<file path="src/rtl/pae_pkg.sv">
package pae_pkg;

   // ==========================================================
   // Clock and time base.
   localparam int unsigned CLK_HZ        = 40000000;
   localparam int unsigned HZ_PER_KHZ    = 1000;
   localparam int unsigned MS_CYCLES     = CLK_HZ / HZ_PER_KHZ;
   localparam int unsigned PULSE_MIN_SHORT_MS = 100;
   localparam int unsigned PULSE_MIN_LONG_MS  = 350;
   localparam int unsigned PULSE_MAX_MS       = 30000;
   localparam int          MS_W          = 15;
   localparam logic [MS_W-1:0] MS_SHORT  = MS_W'(PULSE_MIN_SHORT_MS);
   localparam logic [MS_W-1:0] MS_LONG   = MS_W'(PULSE_MIN_LONG_MS);
   localparam logic [MS_W-1:0] MS_MAX    = MS_W'(PULSE_MAX_MS);
   localparam logic [MS_W-1:0] MS_SAT    = MS_W'(PULSE_MAX_MS + 1);
   localparam int          TICK_W        = 16;

   // ==========================================================
   // Register map, byte addresses.
   localparam int          ADDR_W        = 12;
   localparam logic [ADDR_W-1:0] OFF_CTRL     = 12'h000;
   localparam logic [ADDR_W-1:0] OFF_STATUS   = 12'h004;
   localparam logic [ADDR_W-1:0] OFF_INT_STAT = 12'h008;
   localparam logic [ADDR_W-1:0] OFF_INT_MASK = 12'h00C;

   // ==========================================================
   // Control register fields.
   localparam int          CTRL_W        = 5;
   localparam int          CTRL_LOCK     = 0;
   localparam int          CTRL_HALT_EN  = 1;
   localparam int          CTRL_UP_EN    = 2;
   localparam int          CTRL_AUX_EN   = 3;
   localparam int          CTRL_LONG     = 4;
   localparam logic [CTRL_W-1:0] CTRL_RESET = 5'h01;

   // ==========================================================
   // Status register fields.
   localparam int          ST_ENABLE     = 0;
   localparam int          ST_PENDING    = 1;
   localparam int          ST_NEED       = 2;
   localparam int          ST_FSM_LSB    = 4;
   localparam int          ST_PIN_LSB    = 8;

   // ==========================================================
   // Interrupt event bits.
   localparam int          EV_W          = 5;
   localparam int          EV_EN_RISE    = 0;
   localparam int          EV_EN_FALL    = 1;
   localparam int          EV_PEND_RISE  = 2;
   localparam int          EV_PULSE_OK   = 3;
   localparam int          EV_PULSE_BAD  = 4;
   localparam logic [EV_W-1:0] EV_RESET  = 5'h00;

   // ==========================================================
   // Pin carrier and press states.
   localparam int          PIN_W         = 7;

   typedef struct packed {
      logic start_cmd;
      logic halt_req;
      logic permit_main;
      logic permit_aux;
      logic top_center;
      logic upstroke;
      logic reset_btn;
   } pae_pins_t;

   localparam int          FSM_W         = 3;

   typedef enum logic [FSM_W-1:0] {
      PAE_IDLE = 3'h1,
      PAE_RUN  = 3'h2,
      PAE_DEFER = 3'h4
   } pae_state_t;

endpackage

</file>
<file path="src/rtl/pae_top.sv">
// Behaviour
// - Lock off: restart needs no reset pulse.
// - Lock on: reset needed after start-up, stops.
// - Reset-pending only while main permit high, and auxiliary permit too if enabled.
// - Valid pulse: high between minimum and 30 s.
// - After reset, enable needs new start edge.
// - Stop request: halt rise if configured, else start fall.
// - Start edge enables only when all conditions hold.
// - Upstroke low: stop request drops enable now.
// - Upstroke high, not at top: defer to top rise/upstroke fall.
// - No upstroke input: stop at next top rise.
// - Stop with lock raises reset-pending together.
// - Upstroke high, not at top: stop accepted, enable kept.
// - Main permit low forces enable low now.
// - Auxiliary permit checked only before enabling.
// - Halt input evaluated only when configured.
// - Enable and reset-pending never both high.
//
// Register access over APB and the register addresses were left to the implementer.
`timescale 1ns/1ps

module pae_top #(
   parameter int unsigned TICK_CYCLES = pae_pkg::MS_CYCLES
) (
   input  wire logic                          pclk,
   input  wire logic                          presetn,
   input  wire logic                          psel,
   input  wire logic                          penable,
   input  wire logic                          pwrite,
   input  wire logic [pae_pkg::ADDR_W-1:0]    paddr,
   input  wire logic [31:0]                   pwdata,
   output logic      [31:0]                   prdata,
   output logic                               pready,
   output logic                               pslverr,
   input  wire pae_pkg::pae_pins_t            pins,
   output logic                               press_enable,
   output logic                               reset_pending,
   output logic                               irq
);

   // ==========================================================
   // Input synchronisers and filtered levels.
   logic [pae_pkg::PIN_W-1:0] sync1;
   logic [pae_pkg::PIN_W-1:0] sync2;
   logic [pae_pkg::PIN_W-1:0] sync3;
   logic [pae_pkg::PIN_W-1:0] level;
   logic [pae_pkg::PIN_W-1:0] level_prev;
   logic [pae_pkg::PIN_W-1:0] next_level;
   pae_pkg::pae_pins_t        cur;
   pae_pkg::pae_pins_t        prv;

   always_comb begin
      // A change counts once the second and third stages agree.
      next_level = level;
      for (int i = 0; i < pae_pkg::PIN_W; i++) begin
         if (sync2[i] == sync3[i]) begin
            next_level[i] = sync3[i];
         end
      end
   end

   always_ff @(posedge pclk or negedge presetn) begin
      if (!presetn) begin
         sync1      <= '0;
         sync2      <= '0;
         sync3      <= '0;
         level      <= '0;
         level_prev <= '0;
      end else begin
         sync1      <= pins;
         sync2      <= sync1;
         sync3      <= sync2;
         level      <= next_level;
         level_prev <= level;
      end
   end

   assign cur = level;
   assign prv = level_prev;

   // ==========================================================
   // Control register decode.
   logic [pae_pkg::CTRL_W-1:0] ctrl;
   logic                       lock_on;
   logic                       halt_on;
   logic                       up_on;
   logic                       aux_on;

   assign lock_on = ctrl[pae_pkg::CTRL_LOCK];
   assign halt_on = ctrl[pae_pkg::CTRL_HALT_EN];
   assign up_on   = ctrl[pae_pkg::CTRL_UP_EN];
   assign aux_on  = ctrl[pae_pkg::CTRL_AUX_EN];

   function automatic logic rise(input logic now, input logic was);
      rise = now && !was;
   endfunction

   function automatic logic fall(input logic now, input logic was);
      fall = !now && was;
   endfunction

   // ==========================================================
   // Millisecond tick and reset pulse timer.
   logic [pae_pkg::TICK_W-1:0] tick_cnt;
   logic [pae_pkg::TICK_W-1:0] next_tick_cnt;
   logic [pae_pkg::MS_W-1:0]   ms_cnt;
   logic [pae_pkg::MS_W-1:0]   next_ms_cnt;
   logic [pae_pkg::MS_W-1:0]   ms_min;
   logic                       pulse_end;
   logic                       pulse_ok;
   logic                       pulse_bad;

   always_comb begin
      next_tick_cnt = tick_cnt;
      next_ms_cnt   = ms_cnt;
      ms_min        = ctrl[pae_pkg::CTRL_LONG] ? pae_pkg::MS_LONG : pae_pkg::MS_SHORT;
      pulse_end     = fall(cur.reset_btn, prv.reset_btn);
      pulse_ok      = pulse_end && (ms_cnt >= ms_min) && (ms_cnt <= pae_pkg::MS_MAX);
      pulse_bad     = pulse_end && !pulse_ok;
      if (!cur.reset_btn) begin
         next_tick_cnt = '0;
         next_ms_cnt   = '0;
      end else if (tick_cnt == pae_pkg::TICK_W'(TICK_CYCLES - 1)) begin
         next_tick_cnt = '0;
         if (ms_cnt != pae_pkg::MS_SAT) begin
            next_ms_cnt = ms_cnt + 1'b1;
         end
      end else begin
         next_tick_cnt = tick_cnt + 1'b1;
      end
   end

   always_ff @(posedge pclk or negedge presetn) begin
      if (!presetn) begin
         tick_cnt <= '0;
         ms_cnt   <= '0;
      end else begin
         tick_cnt <= next_tick_cnt;
         ms_cnt   <= next_ms_cnt;
      end
   end

   // ==========================================================
   // Press enable state machine.
   pae_pkg::pae_state_t state;
   pae_pkg::pae_state_t next_state;
   logic                need_reset;
   logic                next_need_reset;
   logic                next_press_enable;
   logic                next_reset_pending;
   logic                permits_ok;
   logic                stop_req;
   logic                start_ok;
   logic                do_stop;

   always_comb begin
      next_state      = state;
      next_need_reset = need_reset;
      do_stop         = 1'b0;
      permits_ok      = cur.permit_main && (!aux_on || cur.permit_aux);
      stop_req        = halt_on ? rise(cur.halt_req, prv.halt_req)
                                : fall(cur.start_cmd, prv.start_cmd);
      start_ok        = rise(cur.start_cmd, prv.start_cmd) && permits_ok
                        && !(halt_on && cur.halt_req)
                        && !(lock_on && need_reset);
      if (pulse_ok && reset_pending) begin
         next_need_reset = 1'b0;
      end
      case (state)
         pae_pkg::PAE_IDLE: begin
            if (start_ok) begin
               next_state = pae_pkg::PAE_RUN;
            end
         end
         pae_pkg::PAE_RUN: begin
            if (stop_req) begin
               if (up_on && (!cur.upstroke || cur.top_center)) begin
                  do_stop = 1'b1;
               end else begin
                  next_state = pae_pkg::PAE_DEFER;
               end
            end
         end
         pae_pkg::PAE_DEFER: begin
            if (rise(cur.top_center, prv.top_center)) begin
               do_stop = 1'b1;
            end else if (up_on && !cur.upstroke) begin
               do_stop = 1'b1;
            end
         end
         default: begin
            next_state = pae_pkg::PAE_IDLE;
         end
      endcase
      if (do_stop) begin
         next_state      = pae_pkg::PAE_IDLE;
         next_need_reset = 1'b1;
      end
      if (!cur.permit_main) begin
         if (state != pae_pkg::PAE_IDLE) begin
            next_need_reset = 1'b1;
         end
         next_state = pae_pkg::PAE_IDLE;
      end
      next_press_enable  = (next_state != pae_pkg::PAE_IDLE);
      next_reset_pending = lock_on && next_need_reset && permits_ok
                           && !next_press_enable;
   end

   always_ff @(posedge pclk or negedge presetn) begin
      if (!presetn) begin
         state         <= pae_pkg::PAE_IDLE;
         need_reset    <= 1'b1;
         press_enable  <= 1'b0;
         reset_pending <= 1'b0;
      end else begin
         state         <= next_state;
         need_reset    <= next_need_reset;
         press_enable  <= next_press_enable;
         reset_pending <= next_reset_pending;
      end
   end

   // ==========================================================
   // APB slave, registers and interrupt.
   logic [pae_pkg::CTRL_W-1:0] next_ctrl;
   logic [pae_pkg::EV_W-1:0]   int_stat;
   logic [pae_pkg::EV_W-1:0]   next_int_stat;
   logic [pae_pkg::EV_W-1:0]   int_mask;
   logic [pae_pkg::EV_W-1:0]   next_int_mask;
   logic [pae_pkg::EV_W-1:0]   events;
   logic [31:0]                next_prdata;
   logic                       next_pready;
   logic                       next_pslverr;
   logic                       next_irq;
   logic                       setup;
   logic                       wr;
   logic                       mapped;

   always_comb begin
      setup  = psel && !penable;
      wr     = psel && penable && pready && pwrite;
      mapped = (paddr == pae_pkg::OFF_CTRL) || (paddr == pae_pkg::OFF_STATUS)
               || (paddr == pae_pkg::OFF_INT_STAT) || (paddr == pae_pkg::OFF_INT_MASK);
      events = '0;
      events[pae_pkg::EV_EN_RISE]   = next_press_enable && !press_enable;
      events[pae_pkg::EV_EN_FALL]   = !next_press_enable && press_enable;
      events[pae_pkg::EV_PEND_RISE] = next_reset_pending && !reset_pending;
      events[pae_pkg::EV_PULSE_OK]  = pulse_ok;
      events[pae_pkg::EV_PULSE_BAD] = pulse_bad;
      next_ctrl     = ctrl;
      next_int_mask = int_mask;
      next_int_stat = int_stat;
      if (wr && (paddr == pae_pkg::OFF_CTRL)) begin
         next_ctrl = pwdata[pae_pkg::CTRL_W-1:0];
      end
      if (wr && (paddr == pae_pkg::OFF_INT_MASK)) begin
         next_int_mask = pwdata[pae_pkg::EV_W-1:0];
      end
      if (wr && (paddr == pae_pkg::OFF_INT_STAT)) begin
         next_int_stat = int_stat & ~pwdata[pae_pkg::EV_W-1:0];
      end
      next_int_stat = next_int_stat | events;
      next_irq      = |(next_int_stat & next_int_mask);
      next_pready   = setup;
      next_pslverr  = setup && !mapped;
      next_prdata   = '0;
      if (setup && !pwrite) begin
         case (paddr)
            pae_pkg::OFF_CTRL: begin
               next_prdata[pae_pkg::CTRL_W-1:0] = ctrl;
            end
            pae_pkg::OFF_STATUS: begin
               next_prdata[pae_pkg::ST_ENABLE]  = press_enable;
               next_prdata[pae_pkg::ST_PENDING] = reset_pending;
               next_prdata[pae_pkg::ST_NEED]    = need_reset;
               next_prdata[pae_pkg::ST_FSM_LSB +: pae_pkg::FSM_W] = state;
               next_prdata[pae_pkg::ST_PIN_LSB +: pae_pkg::PIN_W] = level;
            end
            pae_pkg::OFF_INT_STAT: begin
               next_prdata[pae_pkg::EV_W-1:0] = int_stat;
            end
            pae_pkg::OFF_INT_MASK: begin
               next_prdata[pae_pkg::EV_W-1:0] = int_mask;
            end
            default: begin
               next_prdata = '0;
            end
         endcase
      end
   end

   always_ff @(posedge pclk or negedge presetn) begin
      if (!presetn) begin
         ctrl     <= pae_pkg::CTRL_RESET;
         int_stat <= pae_pkg::EV_RESET;
         int_mask <= pae_pkg::EV_RESET;
         prdata   <= '0;
         pready   <= 1'b0;
         pslverr  <= 1'b0;
         irq      <= 1'b0;
      end else begin
         ctrl     <= next_ctrl;
         int_stat <= next_int_stat;
         int_mask <= next_int_mask;
         prdata   <= next_prdata;
         pready   <= next_pready;
         pslverr  <= next_pslverr;
         irq      <= next_irq;
      end
   end

endmodule

</file>
<file path="config.mk">
export PLATFORM = sky130hd
export DESIGN_NAME = pae_top
export DESIGN_NICKNAME = d
export VERILOG_FILES = /design/src/rtl/pae_pkg.sv /design/src/rtl/pae_top.sv
export SDC_FILE = /design/constraint.sdc
export NUM_CORES = 1
export LEC_CHECK = 0
export ABC_AREA = 1
export BUFFER_PORTS_ARGS = -buffer_cell sky130_fd_sc_hd__buf_4
export CAP_MARGIN = 20
export CORE_MARGIN = 3
export CORE_UTILIZATION = 50
export DETAILED_ROUTE_END_ITERATION = 8
export PLACE_DENSITY = 0.8
export SYNTH_ARGS = -nofsm -noshare
export SYNTH_HDL_FRONTEND = slang
export SYNTH_SLANG_ARGS = --single-unit
</file>
<file path="constraint.sdc">
create_clock -name pclk -period 1.8 [get_ports pclk]
set_clock_uncertainty 0.2 [all_clocks]
set_input_delay 0.36 -clock pclk [delete_from_list [all_inputs] [get_ports pclk]]
set_output_delay 0.36 -clock pclk [all_outputs]
set_load 0.01 [all_outputs]
</file>
# Word-level counts from Yosys, hierarchy flattened
# Index checks and enable logic that the tools add are counted.
# word_totals
input_bits,56
reg_bits,122
out_inout_bits,37
# classes
order_cmp,2
reduce_logical,56
muxes,30
bitwise_logic,4
eq_ne,19
add_sub_neg,2
# op_table
op,n
$mux W15,4
$logic_and A1 B1 Y1,32
$mux W16,2
$eq A12 B4 Y1 const B,2
$add A16 B1 Y16 const B,1
$eq A16 B16 Y1 const B,1
$logic_not A1 Y1,16
$add A15 B1 Y15 const B,1
$ge A15 B9 Y1,1
$le A15 B15 Y1 const B,1
$mux W3,5
$ne A15 B15 Y1 const B,1
$eq A12 B3 Y1 const B,1
$logic_not A12 Y1,1
$pmux W3 S4,1
$and A5 B5 Y5,2
$mux W5,2
$mux W1,9
$mux W9,1
$pmux W3 S3,1
$eq A1 B1 Y1,7
$mux W7,1
$ne A3 B1 Y1 const B,2
$logic_or A1 B1 Y1,5
other kinds (12),13

# Longest topological paths before layout
# Gate-level depths: netlist of run 1.
# depth
depth_word,17
depth_mapped,15

# Least setup slack after synthesis of run 1
# Ideal clock, no wire load.
# synth_path
kind,register to register
from,register ctrl[4] (netlist name)
to,register irq
arrival_ns,1.513
stages_incl_launch_ff,13
setup_time_ns,0.117
n_path_buf,0
slack_ns,-0.030
cell_sequence,dfrtp_1 -> inv_1 -> ha_1 -> a21oi_1 -> nand2_1 -> nor2_1 -> nand3_1 -> nand2_1 -> nand2_1 -> nand2_1 -> nand3_1 -> nor2_1 -> nand2_1
# synth_lines
element,line,rtl
from (decl),pae_top.sv:83,logic [pae_pkg::CTRL_W-1:0] ctrl;
from (signal assigned),pae_top.sv:295,ctrl <= pae_pkg::CTRL_RESET;
from (signal assigned),pae_top.sv:303,ctrl <= next_ctrl;
$mux W9,pae_top.sv:116,ms_min = ctrl[pae_pkg::CTRL_LONG] ? pae_pkg::MS_LONG : pae_pkg::MS_SHORT;
$ge A15 B9 Y1,pae_top.sv:118,pulse_ok = pulse_end && (ms_cnt >= ms_min) && (ms_cnt <= pae_pkg::MS_MAX);
$logic_and A1 B1 Y1 (2 in series),pae_top.sv:118,
$or A5 B5 Y5,pae_top.sv:263,next_int_stat = next_int_stat | events;
via next_int_stat (one bit),pae_top.sv:228,logic [pae_pkg::EV_W-1:0] next_int_stat;
$and A5 B5 Y5,pae_top.sv:264,next_irq = |(next_int_stat & next_int_mask);
$reduce_or A5 Y1,pae_top.sv:264,
via next_irq,pae_top.sv:235,logic next_irq;
to (signal assigned),pae_top.sv:309,irq <= next_irq;
to (decl),pae_top.sv:38,output logic irq
# The timed path passes the listed nets, and every way through them passes these cells.
# A chain may end at the register's enable or synchronous reset.

# Worst setup path after layout of run 1
# layout_path
from,register ms_cnt[3] (netlist name)
to,register ms_cnt[7] (netlist name)
# layout_between
elab_chain_len,4
# layout_lines
element,line,rtl
from (decl),pae_top.sv:106,logic [pae_pkg::MS_W-1:0] ms_cnt;
from (signal assigned),pae_top.sv:139,ms_cnt <= next_ms_cnt;
$add A15 B1 Y15,pae_top.sv:126,next_ms_cnt = ms_cnt + 1'b1;
$mux W15,pae_top.sv:125,if (ms_cnt != pae_pkg::MS_SAT) begin
$mux W15,pae_top.sv:123,end else if (tick_cnt == pae_pkg::TICK_W'(TICK_CYCLES - 1)) begin
$mux W15,pae_top.sv:120,if (!cur.reset_btn) begin
# Parallel ways exist; a longest one is shown, timed or not. The select of a mux whose other input is x is not followed.

==> results of run 1 <==
==> registers in the layout (all words and copies together) (netlist names), 3 cells and up <==
name        cells
cur             7
int_stat        5
tick_cnt       16
ms_cnt         15
ctrl            5
sync3           7
sync2           7
int_mask        5
sync1           7
prdata         14
state           3
level_prev      4
==> layout by cell type (no fill, tap or decap), types with 5 or more instances in the layout <==
| cell type | synthesis | final |
|---|---|---|
| o21ai_0 | 28 | 17 |
| maj3_1 | 7 | 7 |
| a21oi_1 | 19 | 13 |
| nand4_1 | 15 | 15 |
| buf_4 | 18 | 119 |
| nor2_1 | 50 | 41 |
| dlygate4sd3_1 | 0 | 9 |
| a21oi_2 | 0 | 6 |
| nand2_1 | 101 | 86 |
| inv_2 | 2 | 5 |
| o21ai_1 | 0 | 6 |
| nor2_2 | 4 | 8 |
| xor2_1 | 8 | 8 |
| clkbuf_8 | 0 | 9 |
| nor2_4 | 2 | 7 |
| inv_1 | 69 | 64 |
| nor3_1 | 19 | 16 |
| nand3_1 | 32 | 26 |
| nor3_2 | 4 | 6 |
| nand3_2 | 2 | 5 |
| dfrtp_1 | 98 | 94 |
| nand2_2 | 0 | 13 |
| o21ai_2 | 2 | 7 |
| conb_1 | 1 | 18 |
| ha_4 | 0 | 5 |
| buf_6 | 3 | 13 |
==> path summary, 6_finish.rpt <==
kind	startpoint	endpoint	slack, ns	cells past startpoint
worst min-delay path	psel	pslverr$_DFF_PN0_	0.02	3
min in group asynchronous	presetn	prdata[3]$_DFF_PN0_	0.24	2
worst max-delay path	ms_cnt[3]$_DFFE_PN0P_	ms_cnt[7]$_DFFE_PN0P_	-0.25	11
max in group asynchronous	presetn	ms_cnt[1]$_DFFE_PN0P_	0.61	3
worst max register to register	ms_cnt[3]$_DFFE_PN0P_	ms_cnt[7]$_DFFE_PN0P_	-0.25	11
worst min register to register	sync1[1]$_DFF_PN0_	sync2[1]$_DFF_PN0_	0.16	0
==> cell families after synthesis <==
family                     count (synthesis)  synth area share (%)
buffers and inverters                     95                  9.54
adders and majority gates                 15                  3.55
and+or+nand+nor                          244                  24.1
xor gates and xnor gates                   8                  1.46
AOI/OAI and AO/OA                         68                  8.36
DFF                                      101                  52.9
other                                      1                0.0783
==> area by class of cell <==
| cell class | count | area share [%] |
|---|---|---|
| sequential | 101 | 38.3 |
| timing repair buffer | 143 | 17.7 |
| tap | 129 | 2.44 |
| inverter | 72 | 4.29 |
| clock buffer | 9 | 1.87 |
| clock inverter | 7 | 1.32 |
| multi-input combinational | 354 | 34.0 |
| timing repair inverter | 1 | 0.0946 |
==> stage by stage <==
step / instances / setup TNS [ns] / power, W / instance area [um^2] / hold WS (ns)
2_1_floorplan: 549 / 0 / 0.00270 / 4850 / -0.136
3_3_place_gp: 765 / -2.01 / 0.00293 / 5670 / 0.108
3_5_place_dp: 765 / -3.17 / 0.00296 / 5670 / 0.116
4_1_cts: 806 / -2.12 / 0.00444 / 6270 / 0.0225
5_1_grt: 816 / -7.06 / 0.00469 / 6620 / 0.0568
6_report: 816 / -3.85 / 0.00452 / 6620 / 0.0243
==> worst max-delay path, cell delays in order (launching register included) <==
cell and delay [ns]:
dfrtp_1 0.40, buf_4 0.16, nor2_2 0.13, nand2_2 0.09, nor4_4 0.24, nand3_2 0.22
nand2_8 0.16, inv_8 0.05, nand3_4 0.06, o21ai_2 0.05, nand2_1 0.10, nor2_1 0.07
==> per-layer routing <==
layer,share of wire (%),routed length [um],GRT usage [%],vias to the layer above
met3,5.7,710,4.55,34
met1,40,4990,27.4,2055
met2,52,6470,38.3,186
met4,2.9,368,8.74,0
li1,-,-,-,2031
met5,0,0,0,-
==> power groups by stage <==
stage	sequential (W)	combinational, W	clock [W]
after global placement	0.00245	0.000478	0
after detailed placement	0.00245	0.000502	0
after global routing	0.00243	0.000693	0.00156
final	0.00242	0.000635	0.00147
after floorplan	0.00245	0.000252	0
after CTS	0.00241	0.000546	0.00148
==> repair_timing <==
action | in CTS | in global routing
cloned | 0 | 2
hold endpoints to repair | 31 | 0
pin swaps | 17 | 35
setup buffers | 17 | 10
hold buffers | 9 | 0
setup endpoints to repair | 25 | 38
resized for setup | 42 | 68
==> flow_metrics.env, run 1 <==
export IMPL_die_area_um2=10800
export IMPL_worstSkewPairLatency_ns=0.38
export IMPL_drive_above_1_share_pct=35.7
export IMPL_synth_seq_cells=101
export IMPL_num_rows=35
export IMPL_area_delta_synth_final_pct=38.2
export IMPL_place_congestion=0.928
export IMPL_p_per_area_nw_per_um2=684
export IMPL_grt_pass1_vias=4326
export IMPL_cts_buffer_depth=2
export IMPL_overflow=0
export IMPL_cts_root_buffer="clkbuf_8"
export IMPL_grtUsageTotal_pct=22.2
export IMPL_drt_initial_drc_count=309
export IMPL_vias=4306
export IMPL_multi_input_area_um2=2250
export IMPL_violations="negative setup slack"
export IMPL_synth_cell_types=41
export IMPL_maxCapViolCount=0
export IMPL_final_util_pct=71.3
export IMPL_layout_setup_ws_ns=-0.247
export IMPL_fmax_mhz=489
export IMPL_viasPerCell=5.28
export IMPL_grt_max_degree=37
export IMPL_finalSetupViolCount=30
export IMPL_post_place_ws_ns=-0.321
export IMPL_critPathArrivalTime_ns=2.10
export IMPL_final_min_clock_period_ns=2.05
export IMPL_peakVddDrop_mv=0.450
export IMPL_ys_top_cells_by_count="nand2_1 (101), dfrtp_1 (98), inv_1 (69)"
export IMPL_path_clk_slew_ns=0.12
export IMPL_status="finished with violations"
export IMPL_cts_made_buffers=9
export IMPL_startpoint_type="register"
export IMPL_worstHoldPathType="input port to register"
export IMPL_p_int_w=0.00320
export IMPL_die_x_um=104
export IMPL_synth_largest_area_cell="dfrtp_1"
export IMPL_grt_first_pass_wirelength_um=19900
export IMPL_ys_warn_count=0
export IMPL_final_hold_violation_count=0
export IMPL_synth_area_leaders="dfrtp_1 (51%), nand2_1 (7.9%), inv_1 (5.4%), nor2_1 (3.9%), nand3_1 (3.3%)"
export IMPL_ant_nets=0
export IMPL_avgRoutedWirePerCell_um=15.4
export IMPL_final_nets=746
export IMPL_ys_async_sr_fraction_pct=100
export IMPL_syn_avg_cell_area_um2=9.00
export IMPL_routed_wl_um=12500
export IMPL_synth_top_area_share_pct=51.2
export IMPL_antenna_found_initial=0
export IMPL_drc=0
export IMPL_postSynthCellCount=532
export IMPL_seq_power_share_pct=53.5
export IMPL_core_um2=9280
export IMPL_seq_area_frac_synth_pct=52.9
export IMPL_fin_crit_sh_pct=114
export IMPL_ctsHtreeMaxLevel=3
export IMPL_die_h_um=104
export IMPL_cp_end_kind="register"
export IMPL_fillers=626
export IMPL_ios=93
export IMPL_drt_pass1_iterations=7
export IMPL_slew_violations=0
export IMPL_synth_area_um2=4790
export IMPL_switching_share_pct=29.3
export IMPL_cts_tree="built"
export IMPL_ys_flop_type="dfrtp_1"
export IMPL_synth_edf_count=0
export IMPL_rsz0062_at_grt="true"
export IMPL_dpl_hpwl_um=7970
export IMPL_cp_max_fo=5
export IMPL_port_buffer_count=47
export IMPL_cp_data_required_time_ns=1.86
export IMPL_initial_core_util_pct=51.6
export IMPL_cellLeakagePower_nw=3.02
export IMPL_final_seq_area_um2=2540
export IMPL_power_frac_clock_pct=32.5
export IMPL_comb_power_share_pct=14.1
export IMPL_antenna_cells=0
export IMPL_synth_most_common_cell="nand2_1"
export IMPL_p_sw_w=0.00133
export IMPL_cts_sinks=101
export IMPL_crit_type="register to register"
Note: power is estimated with default switching activity, not from simulation.
==> run 2: changes to the inputs <==
CELL_PAD_IN_SITES_DETAIL_PLACEMENT = 1   (was not set)
CELL_PAD_IN_SITES_GLOBAL_PLACEMENT = 2   (was not set)
CORE_UTILIZATION = 33   (was 50)
PLACE_DENSITY = 0.83   (was 0.8)
clock period = 2.3 ns   (was 1.8 ns; I/O delays follow)
==> flow_metrics.env, run 2 (same netlist as run 1, synthesis figures left out) <==
export IMPL_min_from="penable"
export IMPL_multi_input_area_um2=1900
export IMPL_num_rows=43
export IMPL_hold_end="pslverr$_DFF_PN0_"
export IMPL_post_place_ws_ns=0.0548
export IMPL_grtUsageTotal_pct=15.4
export IMPL_routed_wl_um=11700
export IMPL_layout_setup_ws_ns=0.195
export IMPL_final_nets=665
export IMPL_power_total_w=0.00374
export IMPL_place_congestion=0.831
export IMPL_area_delta_synth_final_pct=20.0
export IMPL_fmax_mhz=475
export IMPL_slew_violations=0
export IMPL_finalSetupViolCount=0
export IMPL_ctsHtreeMaxLevel=3
export IMPL_regMostFlops="tick_cnt"
export IMPL_grt_pass1_vias=4014
export IMPL_maxCapViolCount=0
export IMPL_final_min_clock_period_ns=2.10
export IMPL_status="completed"
export IMPL_overflow=0
export IMPL_final_hold_violation_count=0
export IMPL_r2r_end="irq$_DFF_PN0_"
export IMPL_peakVddDrop_mv=0.433
export IMPL_worstHoldPathType="input port to register"
export IMPL_final_cell_mix="nand2_1 (100), dfrtp_1 (96), inv_1 (66), buf_4 (55), nor2_1 (50)"
export IMPL_avgRoutedWirePerCell_um=14.9
export IMPL_fin_crit_sh_pct=91.5
export IMPL_comb_power_share_pct=8.8
export IMPL_die_h_um=126
export IMPL_worstSkewPairLatency_ns=0.35
export IMPL_die_x_um=126
export IMPL_p_int_w=0.00276
export IMPL_ant_nets=0
export IMPL_crit_type="register to register"
export IMPL_antenna_found_initial=0
export IMPL_cts_made_buffers=9
export IMPL_crit_start="ctrl[4]$_DFFE_PN0P_"
export IMPL_drt_initial_drc_count=154
export IMPL_min_path_cells=2
export IMPL_tns_ns=0
export IMPL_reg2reg_slack_ns=0.20
export IMPL_cts_root_buffer="clkbuf_16"
export IMPL_ios=93
export IMPL_largest_reg_flops=16
export IMPL_cts_tree="built"
export IMPL_layout_commonest_cell="nand2_1"
export IMPL_grt_max_degree=43
export IMPL_critPathArrivalTime_ns=2.13
export IMPL_p_sw_w=0.000986
export IMPL_reg2reg_depth=12
export IMPL_fillers=1659
export IMPL_p_per_area_nw_per_um2=651
export IMPL_viasPerCell=4.82
export IMPL_drc=0
export IMPL_drive_above_1_share_pct=17.5
export IMPL_r2r_start="ctrl[4]$_DFFE_PN0P_"
export IMPL_core_um2=14000
export IMPL_port_buffer_count=47
export IMPL_cts_buffer_depth=2
export IMPL_cp_data_required_time_ns=2.33
export IMPL_antenna_cells=0
export IMPL_top_regs="tick_cnt x16, ms_cnt x15, prdata x14"
export IMPL_cts_sinks=101
export IMPL_startpoint_type="register"
export IMPL_dpl_hpwl_um=8880
export IMPL_seq_power_share_pct=50.6
export IMPL_path_clk_slew_ns=0.07
export IMPL_vias=3791
export IMPL_grt_first_pass_wirelength_um=19900
export IMPL_initial_core_util_pct=34.1
export IMPL_cp_end_kind="register"
export IMPL_switching_share_pct=26.3
export IMPL_cp_max_fo=4
export IMPL_drt_pass1_iterations=4
export IMPL_die_area_um2=16000
export IMPL_final_util_pct=40.9
export IMPL_final_seq_area_um2=2530
export IMPL_holdWs_ns=0.0852
export IMPL_cellLeakagePower_nw=2.60
export IMPL_power_frac_clock_pct=40.6
## run 2: cell types whose count changed in the layout (fill, tap and decap cells not counted), moves of 8 or more
cell | previous run | this run
o21ai_0 | 17 | 28
nand2_2 | 13 | 1
nand2_1 | 86 | 100
clkbuf_16 | 0 | 9
buf_6 | 13 | 0
clkbuf_8 | 9 | 1
buf_4 | 119 | 55
nor2_1 | 41 | 50
## run 2: area by class of cell
cell class	instances	share of cell area, %
Clock buffer	10	4.16
Multi-Input combinational cell	353	33.0
Timing Repair Buffer	64	8.93
Clock inverter	6	1.05
Sequential cell	101	44.1
Tap cell	180	3.92
Inverter	72	4.83
## run 2: worst max path at each step
stage                            endpoint  slack (ns)  cells after the start
floorplan                   irq$_DFF_PN0_        0.47                     12
global placement      ctrl[1]$_DFFE_PN0P_         0.1                      9
detailed placement    ctrl[1]$_DFFE_PN0P_        0.05                      9
CTS                         irq$_DFF_PN0_        0.05                     15
global route        ms_cnt[4]$_DFFE_PN0P_      -0.009                      7
finish                      irq$_DFF_PN0_        0.20                     12
## run 2: layer usage
metal	global-route usage [%]	part of all wire, %	up-vias
met5	0	0	-
met4	3.72	1.2	0
met3	4.38	4.4	12
met2	25.6	49	67
met1	19.9	45	1854
li1	-	-	1858
## run 2: repair_timing
| action | CTS | global route |
|---|---|---|
| setup buffers | 0 | 2 |
| endpoints found under the setup margin | 0 | 3 |
| endpoints found under the hold margin | 29 | 4 |
| hold buffers | 4 | 4 |
| resized for setup | 0 | 10 |
## run 2: critical path: stages, from the launching register on
cell     delay [ns]
dfrtp_2        0.44
inv_2          0.11
ha_1           0.27
a21oi_1        0.15
nand2_1        0.07
nor2_1         0.13
nand3_2        0.11
nand2_2        0.12
nand2_1        0.07
nand2_1        0.07
nand3_1        0.07
nor2_1         0.09
nand2_1        0.08
## run 2: through the flow
stage,area (um^2),instances
after detailed placement,5320,760
after global placement,5320,760
after CTS,5650,780
final,5750,786
after global routing,5750,786
after floorplan,4850,549
## run 2: power groups by stage
stage / Clock [W] / Combinational, W / Sequential, W
after global placement: 0 / 0.000307 / 0.00192
after CTS: 0.00159 / 0.000325 / 0.00189
final: 0.00152 / 0.000329 / 0.00189
after detailed placement: 0 / 0.000319 / 0.00193
after floorplan: 0 / 0.000197 / 0.00191
after global routing: 0.00166 / 0.000379 / 0.00191
